`config.mk`:
```
export PLATFORM = sky130hd
export DESIGN_NAME = instruction_state_counter
export DESIGN_NICKNAME = d
export VERILOG_FILES = /design/src/verilog/state_count_pkg.sv /design/src/verilog/cycle_cost.sv /design/src/verilog/instruction_state_counter.sv
export SDC_FILE = /design/constraint.sdc
export NUM_CORES = 1
export LEC_CHECK = 0
export BUFFER_PORTS_ARGS = -buffer_cell sky130_fd_sc_hd__buf_2
export CORE_ASPECT_RATIO = 1.4
export CORE_UTILIZATION = 53
export DETAILED_ROUTE_END_ITERATION = 8
export PLACE_DENSITY = 0.73
export SETUP_SLACK_MARGIN = 0.02
export SYNTH_ARGS = -nofsm -noshare
export SYNTH_HDL_FRONTEND = slang
export SYNTH_SLANG_ARGS = --single-unit
```
`constraint.sdc`:
```
create_clock -name clk -period 4.24 [get_ports clk]
set_input_delay 0.424 -clock clk [delete_from_list [all_inputs] [get_ports clk]]
set_output_delay 0.424 -clock clk [all_outputs]
set_load 0.03 [all_outputs]
```
`src/verilog/state_count_pkg.sv`:
```
// Shared constants and types for the instruction state counter
package state_count_pkg;

  // ----------------------------------------------------------------
  // Widths
  // ----------------------------------------------------------------
  localparam int unsigned CNT_W = 3;
  localparam int unsigned COST_W = 5;
  localparam int unsigned TOTAL_W = 12;
  localparam int unsigned WAIT_W = 3;
  localparam int unsigned NUM_CLASS = 6;

  // ----------------------------------------------------------------
  // Cycle classes, in accumulation order
  // ----------------------------------------------------------------
  localparam logic [2:0] CLS_FETCH = 3'h0;
  localparam logic [2:0] CLS_BRANCH = 3'h1;
  localparam logic [2:0] CLS_STACK = 3'h2;
  localparam logic [2:0] CLS_BYTE = 3'h3;
  localparam logic [2:0] CLS_WORD = 3'h4;
  localparam logic [2:0] CLS_INTERNAL = 3'h5;

  // ----------------------------------------------------------------
  // Access regions
  // ----------------------------------------------------------------
  localparam logic [1:0] REG_ONCHIP_MEM = 2'h0;
  localparam logic [1:0] REG_MODULE = 2'h1;
  localparam logic [1:0] REG_EXTERNAL = 2'h2;

  // ----------------------------------------------------------------
  // States per cycle
  // ----------------------------------------------------------------
  localparam logic [COST_W-1:0] COST_ONE = 5'h01;
  localparam logic [COST_W-1:0] COST_BUS8_BYTE = 5'h02;
  localparam logic [COST_W-1:0] COST_BUS8_WORD = 5'h04;
  localparam logic [COST_W-1:0] COST_BUS16_2ST = 5'h02;
  localparam logic [COST_W-1:0] COST_3ST_BASE = 5'h03;

  // ----------------------------------------------------------------
  // Instruction forms whose cycle counts are held
  // ----------------------------------------------------------------
  typedef enum logic [4:0] {
    INS_ADD_B_IMM = 5'h00, INS_ADD_B_REG = 5'h01, INS_ADD_W_IMM = 5'h02,
    INS_ADD_W_REG = 5'h03, INS_ADD_L_IMM = 5'h04, INS_ADD_L_REG = 5'h05,
    INS_ADDS = 5'h06, INS_ADDX_IMM = 5'h07, INS_ADDX_REG = 5'h08,
    INS_AND_B_IMM = 5'h09, INS_AND_B_REG = 5'h0A, INS_AND_W_IMM = 5'h0B,
    INS_AND_W_REG = 5'h0C, INS_AND_L_IMM = 5'h0D, INS_AND_L_REG = 5'h0E,
    INS_ANDC_FLAGS = 5'h0F, INS_ANDC_EXT = 5'h10, INS_BAND_REG = 5'h11,
    INS_BAND_IND = 5'h12, INS_BAND_AA8 = 5'h13, INS_BAND_AA16 = 5'h14,
    INS_BAND_AA32 = 5'h15, INS_BCC_D8 = 5'h16, INS_BCC_D16 = 5'h17,
    INS_BSET_AA8 = 5'h18, INS_CALL_MEM_IND = 5'h19
  } instr_e;

  // Sequencer timing: start edge, then one class per cycle
  localparam int unsigned RESULT_LATENCY = 7;

endpackage : state_count_pkg
```
`src/verilog/cycle_cost.sv`:
```
// States that one cycle of a given class costs in a given region
`timescale 1ns/100ps
`default_nettype none
module cycle_cost (
  input wire logic [2:0] cls,
  input wire logic [1:0] region,
  input wire logic mod_bus16,
  input wire logic ext_bus16,
  input wire logic ext_3state,
  input wire logic [state_count_pkg::WAIT_W-1:0] wait_m,
  output logic [state_count_pkg::COST_W-1:0] cost
);

  localparam int unsigned COST_W = state_count_pkg::COST_W;

  logic [state_count_pkg::COST_W-1:0] m_ext;
  logic [state_count_pkg::COST_W-1:0] one_3st;
  logic is_byte;
  logic is_word;

  assign m_ext = {2'h0, wait_m};
  assign one_3st = state_count_pkg::COST_3ST_BASE + m_ext;
  assign is_byte = (cls == state_count_pkg::CLS_BYTE);
  assign is_word = (cls == state_count_pkg::CLS_WORD);

  always_comb begin
    cost = state_count_pkg::COST_ONE;
    // RL3 internal is one
    if (cls == state_count_pkg::CLS_INTERNAL) begin
      cost = state_count_pkg::COST_ONE;
    // RL4 on-chip memory
    end else if (region == state_count_pkg::REG_ONCHIP_MEM) begin
      cost = state_count_pkg::COST_ONE;
    // RL5 supporting modules
    end else if (region == state_count_pkg::REG_MODULE) begin
      if (mod_bus16) begin
        cost = state_count_pkg::COST_BUS16_2ST;
      end else if (is_byte) begin
        cost = state_count_pkg::COST_BUS8_BYTE;
      end else begin
        cost = state_count_pkg::COST_BUS8_WORD;
      end
    // RL6 external devices, RL7 wait states
    end else if (ext_bus16) begin
      cost = ext_3state ? one_3st : state_count_pkg::COST_BUS16_2ST;
    end else if (is_byte) begin
      cost = ext_3state ? one_3st : state_count_pkg::COST_BUS8_BYTE;
    end else begin
      // Fetch, vector, stack and word all move two bytes on 8-bit bus
      cost = ext_3state ? COST_W'(one_3st << 1) : state_count_pkg::COST_BUS8_WORD;
    end
  end

endmodule : cycle_cost
`default_nettype wire

```
`src/verilog/instruction_state_counter.sv`:
```
// Instruction execution-state counter: class counts times per-cycle cost
`timescale 1ns/100ps
`default_nettype none
// Behaviour
// RL1: The total is the sum over six classes of cycle count times per-cycle cost.
// RL2: Each instruction form carries a fixed count for all six cycle classes.
// RL3: An internal operation cycle always costs one state.
// RL4: A fetch from on-chip memory costs one state.
// RL5: Module 8-bit bus costs fetch 4, byte 2, word 4; 16-bit module bus fetch costs 2.
// RL6: External 8-bit costs 4/2/4 two-state or 6+2m/3+m/6+2m three-state; 16-bit fetch 2 or 3+m.
// RL7: m is the wait-state count inserted in external accesses, zero when none.
// RL8: The memory-indirect subroutine call uses two fetch, two vector and two stack cycles only.
// RL9: Immediate arithmetic uses one, two or three fetches for 8, 16, 32-bit immediates.
module instruction_state_counter (
  input wire logic clk,
  input wire logic rstn,
  input wire logic start,
  input wire logic [4:0] instr,
  input wire logic [1:0] code_region,
  input wire logic [1:0] vect_region,
  input wire logic [1:0] stack_region,
  input wire logic [1:0] data_region,
  input wire logic mod_bus16,
  input wire logic ext_bus16,
  input wire logic ext_3state,
  input wire logic [state_count_pkg::WAIT_W-1:0] wait_m,
  output logic busy_q,
  output logic done_q,
  output logic [state_count_pkg::TOTAL_W-1:0] total_q
);

  localparam int unsigned CW = state_count_pkg::CNT_W;
  localparam int unsigned TW = state_count_pkg::TOTAL_W;

  typedef logic [6*CW-1:0] counts_t;
  typedef enum logic [2:0] {
    ST_IDLE = 3'b001,
    ST_ACC = 3'b010,
    ST_DONE = 3'b100
  } state_e;

  // ----------------------------------------------------------------
  // Cycle count table, packed {N,M,L,K,J,I}
  // ----------------------------------------------------------------
  function automatic counts_t pack6(input int i, input int j, input int k,
                                    input int l, input int m, input int n);
    pack6 = {CW'(n), CW'(m), CW'(l), CW'(k), CW'(j), CW'(i)};
  endfunction : pack6

  function automatic counts_t decode_counts(input logic [4:0] code);
    decode_counts = '0;
    // RL2 fixed class counts
    unique case (code)
      // RL9 immediate widths
      state_count_pkg::INS_ADD_B_IMM, state_count_pkg::INS_AND_B_IMM,
      state_count_pkg::INS_ADDX_IMM: decode_counts = pack6(1, 0, 0, 0, 0, 0);
      state_count_pkg::INS_ADD_W_IMM,
      state_count_pkg::INS_AND_W_IMM: decode_counts = pack6(2, 0, 0, 0, 0, 0);
      state_count_pkg::INS_ADD_L_IMM,
      state_count_pkg::INS_AND_L_IMM: decode_counts = pack6(3, 0, 0, 0, 0, 0);
      state_count_pkg::INS_ADD_B_REG, state_count_pkg::INS_ADD_W_REG,
      state_count_pkg::INS_ADD_L_REG, state_count_pkg::INS_ADDS,
      state_count_pkg::INS_ADDX_REG, state_count_pkg::INS_AND_B_REG,
      state_count_pkg::INS_AND_W_REG, state_count_pkg::INS_ANDC_FLAGS,
      state_count_pkg::INS_BAND_REG: decode_counts = pack6(1, 0, 0, 0, 0, 0);
      state_count_pkg::INS_AND_L_REG, state_count_pkg::INS_ANDC_EXT,
      state_count_pkg::INS_BCC_D8: decode_counts = pack6(2, 0, 0, 0, 0, 0);
      state_count_pkg::INS_BAND_IND,
      state_count_pkg::INS_BAND_AA8: decode_counts = pack6(2, 0, 0, 1, 0, 0);
      state_count_pkg::INS_BAND_AA16: decode_counts = pack6(3, 0, 0, 1, 0, 0);
      state_count_pkg::INS_BAND_AA32: decode_counts = pack6(4, 0, 0, 1, 0, 0);
      state_count_pkg::INS_BCC_D16: decode_counts = pack6(2, 0, 0, 0, 0, 1);
      state_count_pkg::INS_BSET_AA8: decode_counts = pack6(2, 0, 0, 2, 0, 0);
      // RL8 indirect call
      state_count_pkg::INS_CALL_MEM_IND: decode_counts = pack6(2, 2, 2, 0, 0, 0);
      // Unlisted codes cost nothing rather than stalling the caller
      default: decode_counts = '0;
    endcase
  endfunction : decode_counts

  // ----------------------------------------------------------------
  // Request capture
  // ----------------------------------------------------------------
  state_e state_q;
  counts_t cnt_q;
  logic [2:0] idx_q;
  logic [7:0] rgn_q;
  logic [5:0] cfg_q;
  logic [TW-1:0] acc_q;
  logic [1:0] cur_region;
  logic [state_count_pkg::COST_W-1:0] cur_cost;
  logic [CW-1:0] cur_cnt;
  logic [TW-1:0] term;

  // Config is latched so the result reflects the request, not later pins
  always_ff @(posedge clk or negedge rstn) begin
    if (!rstn) begin
      cnt_q <= '0;
      rgn_q <= 8'h00;
      cfg_q <= 6'h00;
    end else if (start && state_q != ST_ACC) begin
      cnt_q <= decode_counts(instr);
      rgn_q <= {data_region, stack_region, vect_region, code_region};
      cfg_q <= {wait_m, ext_3state, ext_bus16, mod_bus16};
    end
  end

  // ----------------------------------------------------------------
  // Per-class cost and accumulation
  // ----------------------------------------------------------------
  always_comb begin
    unique case (idx_q)
      state_count_pkg::CLS_FETCH: cur_region = rgn_q[1:0];
      state_count_pkg::CLS_BRANCH: cur_region = rgn_q[3:2];
      state_count_pkg::CLS_STACK: cur_region = rgn_q[5:4];
      default: cur_region = rgn_q[7:6];
    endcase
  end

  assign cur_cnt = cnt_q[idx_q*CW +: CW];

  cycle_cost u_cost (
    .cls(idx_q),
    .region(cur_region),
    .mod_bus16(cfg_q[0]),
    .ext_bus16(cfg_q[1]),
    .ext_3state(cfg_q[2]),
    .wait_m(cfg_q[5:3]),
    .cost(cur_cost)
  );

  // RL1 count times cost
  assign term = TW'(cur_cnt) * TW'(cur_cost);

  always_ff @(posedge clk or negedge rstn) begin
    if (!rstn) begin
      state_q <= ST_IDLE;
      idx_q <= 3'h0;
      acc_q <= '0;
    end else begin
      unique case (state_q)
        ST_IDLE, ST_DONE: begin
          if (start) begin
            state_q <= ST_ACC;
            idx_q <= 3'h0;
            acc_q <= '0;
          end else begin
            state_q <= ST_IDLE;
          end
        end
        ST_ACC: begin
          // RL1 sum of products
          acc_q <= acc_q + term;
          if (idx_q == state_count_pkg::CLS_INTERNAL) begin
            state_q <= ST_DONE;
          end else begin
            idx_q <= idx_q + 3'h1;
          end
        end
      endcase
    end
  end

  // ----------------------------------------------------------------
  // Outputs
  // ----------------------------------------------------------------
  always_ff @(posedge clk or negedge rstn) begin
    if (!rstn) begin
      busy_q <= 1'b0;
      done_q <= 1'b0;
      total_q <= '0;
    end else begin
      busy_q <= (state_q == ST_ACC) ? (idx_q != state_count_pkg::CLS_INTERNAL)
                                     : (start && state_q != ST_ACC);
      done_q <= (state_q == ST_ACC) && (idx_q == state_count_pkg::CLS_INTERNAL);
      if (state_q == ST_ACC && idx_q == state_count_pkg::CLS_INTERNAL) begin
        total_q <= acc_q + term;
      end
    end
  end
endmodule : instruction_state_counter
`default_nettype wire

```
* Word level (Yosys, flattened, before mapping)
Memories as Yosys holds them, arrays and structs flattened. A register that Yosys moved wholly into a read port is not among the register bits.
Index checks and enable logic that the tools add are counted.
** Cells by class
- Shift operators :: 1
- Reduce and logical (&&, ||, !) cells :: 7
- Mux-type cells :: 19
- Add/subtract/negate cells :: 3
- Equal/unequal tests :: 13
- $mul :: 2
** Operator list (count)
- $mux W5 :: 8
- $pmux W12 S2 :: 1
- $shiftx A18 B6 Y3 :: 1
- $add A12 B8 Y12 :: 1
- $mux W12 :: 1
- $mux W3 :: 4
- $pmux W3 S2 :: 2
- $eq A3 B2 Y1 const B :: 3
- $mul A3 B5 Y8 :: 1
- $eq A3 B1 Y1 const B :: 2
- $eq A3 B3 Y1 const B :: 2
- $ne A2 B2 Y1 const B :: 3
- $pmux W2 S3 :: 1
- $mul A3 B2 Y5 const B :: 1
- $add A2 B3 Y4 const A :: 1
- $add A3 B1 Y3 const B :: 1
- $logic_not A3 Y1 :: 1
- $ne A3 B2 Y1 const B :: 1
- $ne A3 B3 Y1 const B :: 1
- $eq A2 B1 Y1 const B :: 1
- $logic_and A1 B1 Y1 :: 2
- $logic_not A2 Y1 :: 1
- $mux W2 :: 1
- $reduce_and A2 Y1 :: 1
- other kinds (3) :: 3
** Word-level totals
- Memory bits (read-only) :: 256
- Register bits after elaboration :: 64
- Output and inout port bits :: 14
- Memories :: 1
- Input port bits :: 22
- Logic and storage cells :: 55
** Memories
- (name not given) :: words 32, bits a word 8, read ports 1, clocked after memory_dff 1, write ports 0, line instruction_state_counter.sv:53 : unique case (code)

* Longest topological paths before layout
- Word-level depth :: 10
- Gate-level depth with buffers :: 19
- Mapped depth without buffers :: 17

* By module
From an unflattened synthesis, not the netlist that was laid out.
** Second synthesis, totals
- Cell total of the unflattened synthesis :: 336
- Area total of the unflattened synthesis :: 3389.5 µm²
** By module, submodules not included
- instruction_state_counter :: times used 1, cells an instance 309, sequential area each 1327.5 µm², area an instance 3173.0 µm²
- cycle_cost :: times used 1, cells an instance 27, sequential area each 0.0 µm², area an instance 216.5 µm²

* Least setup slack after synthesis
No wires, ideal clock.
- Path type :: flip-flop to flip-flop
- From :: reg idx_q[1]
- To :: reg acc_q[10]
- Setup slack :: -0.366 ns
- Setup time :: 0.127 ns
- Data required time :: 4.113 ns
- Cell stages (with the launch flop) :: 19
- Path buffers :: 2
- Data arrival time :: 4.479 ns
- Period minus slack after synthesis :: 4.606 ns
- Path through :: dfrtp_1 clkbuf_1 inv_1 ha_1 buf_6 nor3_1 nor2_4 mux2i_4 or3b_1 or2_2 fa_1 inv_1 fa_1 ha_1 o211ai_1 o211ai_1 nand4_1 a21oi_1 o22ai_1
** Between the ends
- Longest elaborated chain between the ends :: 9
- Elaborated cells between the ends (all ways) :: 20
- Those cells by class :: 1 x add/sub; 2 x mul; 5 x eq/ne; 1 x shift; 9 x mux; 2 x reduce/logical
** RTL lines
- start, declared :: line instruction_state_counter.sv:86 : logic [2:0] idx_q;
- start signal, assigned :: line instruction_state_counter.sv:157 : idx_q <= idx_q + 3'h1;
- parallel branches: the longest is 6 deep, another holds $mul A3 B2 Y5
- $mul A3 B5 Y8 (*) :: line instruction_state_counter.sv:133 : assign term = TW'(cur_cnt) * TW'(cur_cost);
- $add A12 B8 Y12 (*) :: line instruction_state_counter.sv:153 : acc_q <= acc_q + term;
- $pmux W12 S2 (*) :: line instruction_state_counter.sv:141 : unique case (state_q)
- end signal, assigned :: line instruction_state_counter.sv:153
- end, declared :: line instruction_state_counter.sv:89 : logic [TW-1:0] acc_q;
Mark *: on every way between the ends.
A chain may end at the register's enable or synchronous reset.

* Final worst setup path
- From :: reg idx_q[0]
- To :: reg total_q[10] (netlist name)
** Between the ends
- Longest elaborated chain between the ends :: 8
- Elaborated cells between the ends (all ways) :: 20
- Those cells by class :: 1 x add/sub; 2 x mul; 5 x eq/ne; 1 x shift; 8 x mux; 3 x reduce/logical
** RTL lines
- parallel branches: the longest is 8 deep, another holds $add A12 B8 Y12
- end signal, assigned :: line instruction_state_counter.sv:177 : total_q <= acc_q + term;
- end, declared :: line instruction_state_counter.sv:29 : output logic [state_count_pkg::TOTAL_W-1:0] total_q
Parallel ways; which one is timed is not known.

==> flow_metrics.env <==
export IMPL_outcome="finished, violations left"
export IMPL_violations="negative setup slack"
export IMPL_period_minus_slack_ns=4.30
export IMPL_drtIter0Drc=173
export IMPL_cp_end_kind="flop"
export IMPL_finalCritPeriodShare=1.01
export IMPL_cts_root_buf="clkbuf_8"
export IMPL_cp_arrival_ns=4.49
export IMPL_dp_hpwl_mm=5.27
export IMPL_worst_pin_slew_ns=0.898
export IMPL_antenna_cells=0
export IMPL_synthTopCellsByArea="dfrtp_1 39%, ha_1 9.1%, mux2_2 5.8%"
export IMPL_relSlewSlack=0.400
export IMPL_synth_nets=391
export IMPL_ys_seq_area_frac=0.402
export IMPL_utilization=0.690
export IMPL_port_buffers=35
export IMPL_drive_above_1_share=0.355
export IMPL_num_rows=33
export IMPL_syn_area_um2=3310
export IMPL_avgViaCountPerCell=5.67
export IMPL_fp_dieW_um=68.7
export IMPL_fin_hold_ws_ns=0.206
export IMPL_r2r_cells=15
export IMPL_crit_type="flop to flop"
export IMPL_synth_xor_xnor_area_share=0.0291
export IMPL_grt_remaining_overflow=0
export IMPL_synth_edff_count=0
export IMPL_synth_top_family_by_area="adder cells"
export IMPL_finalClockSkew_ns=0.0114
export IMPL_fin_total_pwr_mw=2.92
export IMPL_fillCellCount=470
export IMPL_final_cell_mix="50 x dfrtp_1, 45 x nand2_1, 35 x buf_2, 30 x buf_4, 24 x inv_1"
export IMPL_final_max_slew_viol_count=0
export IMPL_crit_fanout=4
export IMPL_synth_compound_area_share=0.142
export IMPL_gp_congestion=0.879
export IMPL_syn_to_final_growth_pct=24.0
export IMPL_rsz0062_at_grt="true"
export IMPL_nets=454
export IMPL_totalNegativeSetupSlack_ns=-0.202
export IMPL_vias=2665
export IMPL_cap_viol_max_count=0
export IMPL_synth_ff_type="dfrtp_1"
export IMPL_peakVddDrop_uv=473
export IMPL_synthAdderAreaFrac=0.145
export IMPL_synth_seq_cells=53
export IMPL_clock_latency_ns=0.31
export IMPL_layout_cells_most_common="dfrtp_1"
export IMPL_async_reset_ff_frac=1.00
export IMPL_wire_per_inst_um=15.8
export IMPL_clock_path_buffers=2
export IMPL_fmax_mhz=232
export IMPL_yosys_warnings=0
export IMPL_synth_top_cell_area_share=0.394
export IMPL_fin_ws_ns=-0.0614
export IMPL_grt_pass1_wl_mm=12.2
export IMPL_worstPathRequired_ns=4.42
export IMPL_numClockSinks=53
export IMPL_cts_buffers=5
export IMPL_setup_violations=7
export IMPL_grt_antenna_before_repair=0
export IMPL_synth_area_per_cell_um2=9.84
export IMPL_grtUsageTotal=0.253
export IMPL_synth_cell_types=52
export IMPL_path_clk_slew_ns=0.10
export IMPL_antenna_left=0
export IMPL_initial_core_util=0.556
export IMPL_drc=0
export IMPL_io_pins=36
export IMPL_routed_wl_mm=7.43
export IMPL_dieArea_um2=6560
export IMPL_core_um2=5950
export IMPL_leakage_nw=2.01
export IMPL_grt_pass1_vias=2760
export IMPL_chipHeight_um=95.4
export IMPL_worst_setup_path_start_kind="flop"
export IMPL_dp_worst_setup_slack_ns=-0.249
export IMPL_grt_max_degree=54
export IMPL_muxShareOfSynthArea=0.0882
export IMPL_first_pass_iters=6
export IMPL_finalHoldViolCount=0
export IMPL_synth_top_cell_by_area="dfrtp_1"
export IMPL_cts_tree="done"
export IMPL_htreeDepth=2
export IMPL_yosys_area_share_simple=0.142
export IMPL_hold_class="input pin to async pin"
export IMPL_syn_inst=336
export IMPL_power_density_nw_per_um2=712
==> worst max-delay path, stage by stage, from the launching register on <==
cell,delay (ns)
dfrtp_2,0.48
ha_2,0.21
ha_2,0.19
or3_4,0.34
o21ai_2,0.12
or3b_4,0.40
or2_4,0.26
fa_1,0.49
inv_2,0.04
fa_1,0.52
ha_4,0.30
o211ai_1,0.10
o211ai_1,0.25
nand4_1,0.20
xnor2_1,0.20
o21ai_1,0.07
==> sequential cells by signal (all words and copies together), names as in the netlist <==
signal   flops
rgn_q        8
acc_q       12
cfg_q        6
busy_q       1
done_q       1
state_q      3
idx_q        3
cnt_q        7
total_q     12
==> per-layer routing <==
metal,GRT usage,vias up,routed length [um]
met1,0.267,1298,2800
met3,0.0431,18,246
met5,0,-,0
met4,0.0986,0,216
met2,0.480,71,4170
li1,-,1278,-
==> final timing paths <==
kind / from / end / slack [ns]
worst max-delay path: idx_q[0] / total_q[10] / -0.06
max in group asynchronous: rstn / idx_q[1] / 3.51
worst min register to register: total_q[6] / total_q[6] / 0.48
worst min-delay path: rstn / total_q[11] / 0.21
min in group clk: start / state_q[0] / 0.28
worst max register to register: idx_q[0] / total_q[10] / -0.06
==> repair_timing <==
item,CTS,global route
hold buffers,0,0
buffers inserted,9,3
pin swaps,16,29
endpoints found under the hold margin,0,0
resized for setup,17,32
setup endpoints to repair,16,18
==> Yosys cell counts (9+ instances only) <==
cell / count
dfrtp_1: 52
nand2_1: 45
inv_1: 30
ha_1: 24
o21ai_0: 24
mux2_2: 17
nor2_1: 17
a21oi_1: 13
clkbuf_1: 9
fa_1: 9
xnor2_1: 9
==> power by group <==
group	switching, mW	internal (mW)	total [mW]
clock network	0.177	0.135	0.311
registers	0.137	0.677	0.814
logic	0.909	0.887	1.80
==> through the flow <==
stage	area, um^2	std cells
floorplan	3370	336
global placement	3720	450
detailed placement	3720	450
CTS	3940	467
global route	4100	470
finish	4100	470
==> layout make-up <==
| type | instances | area (um^2) | share of cell area |
|---|---|---|---|
| Sequential cell | 53 | 1330 | 0.324 |
| Tap cell | 70 | 87.6 | 0.0214 |
| Multi-Input combinational cell | 240 | 2030 | 0.495 |
| Clock buffer | 6 | 82.6 | 0.0201 |
| Timing Repair Buffer | 68 | 434 | 0.106 |
| Inverter | 31 | 121 | 0.0296 |
| Clock inverter | 2 | 16.3 | 0.00397 |
==> kinds of logic (layout without fill, tap and decap cells) <==
logic type / after synthesis / after routing
adder cells (fa/ha/maj): 33 / 33
AO/OA/AOI/OAI: 72 / 72
XOR/XNOR: 11 / 11
buffers and inverters: 43 / 107
AND/OR/NAND/NOR: 100 / 100
multiplexers: 24 / 24
flip-flops: 53 / 53
(Power assumes the default switching activity.)
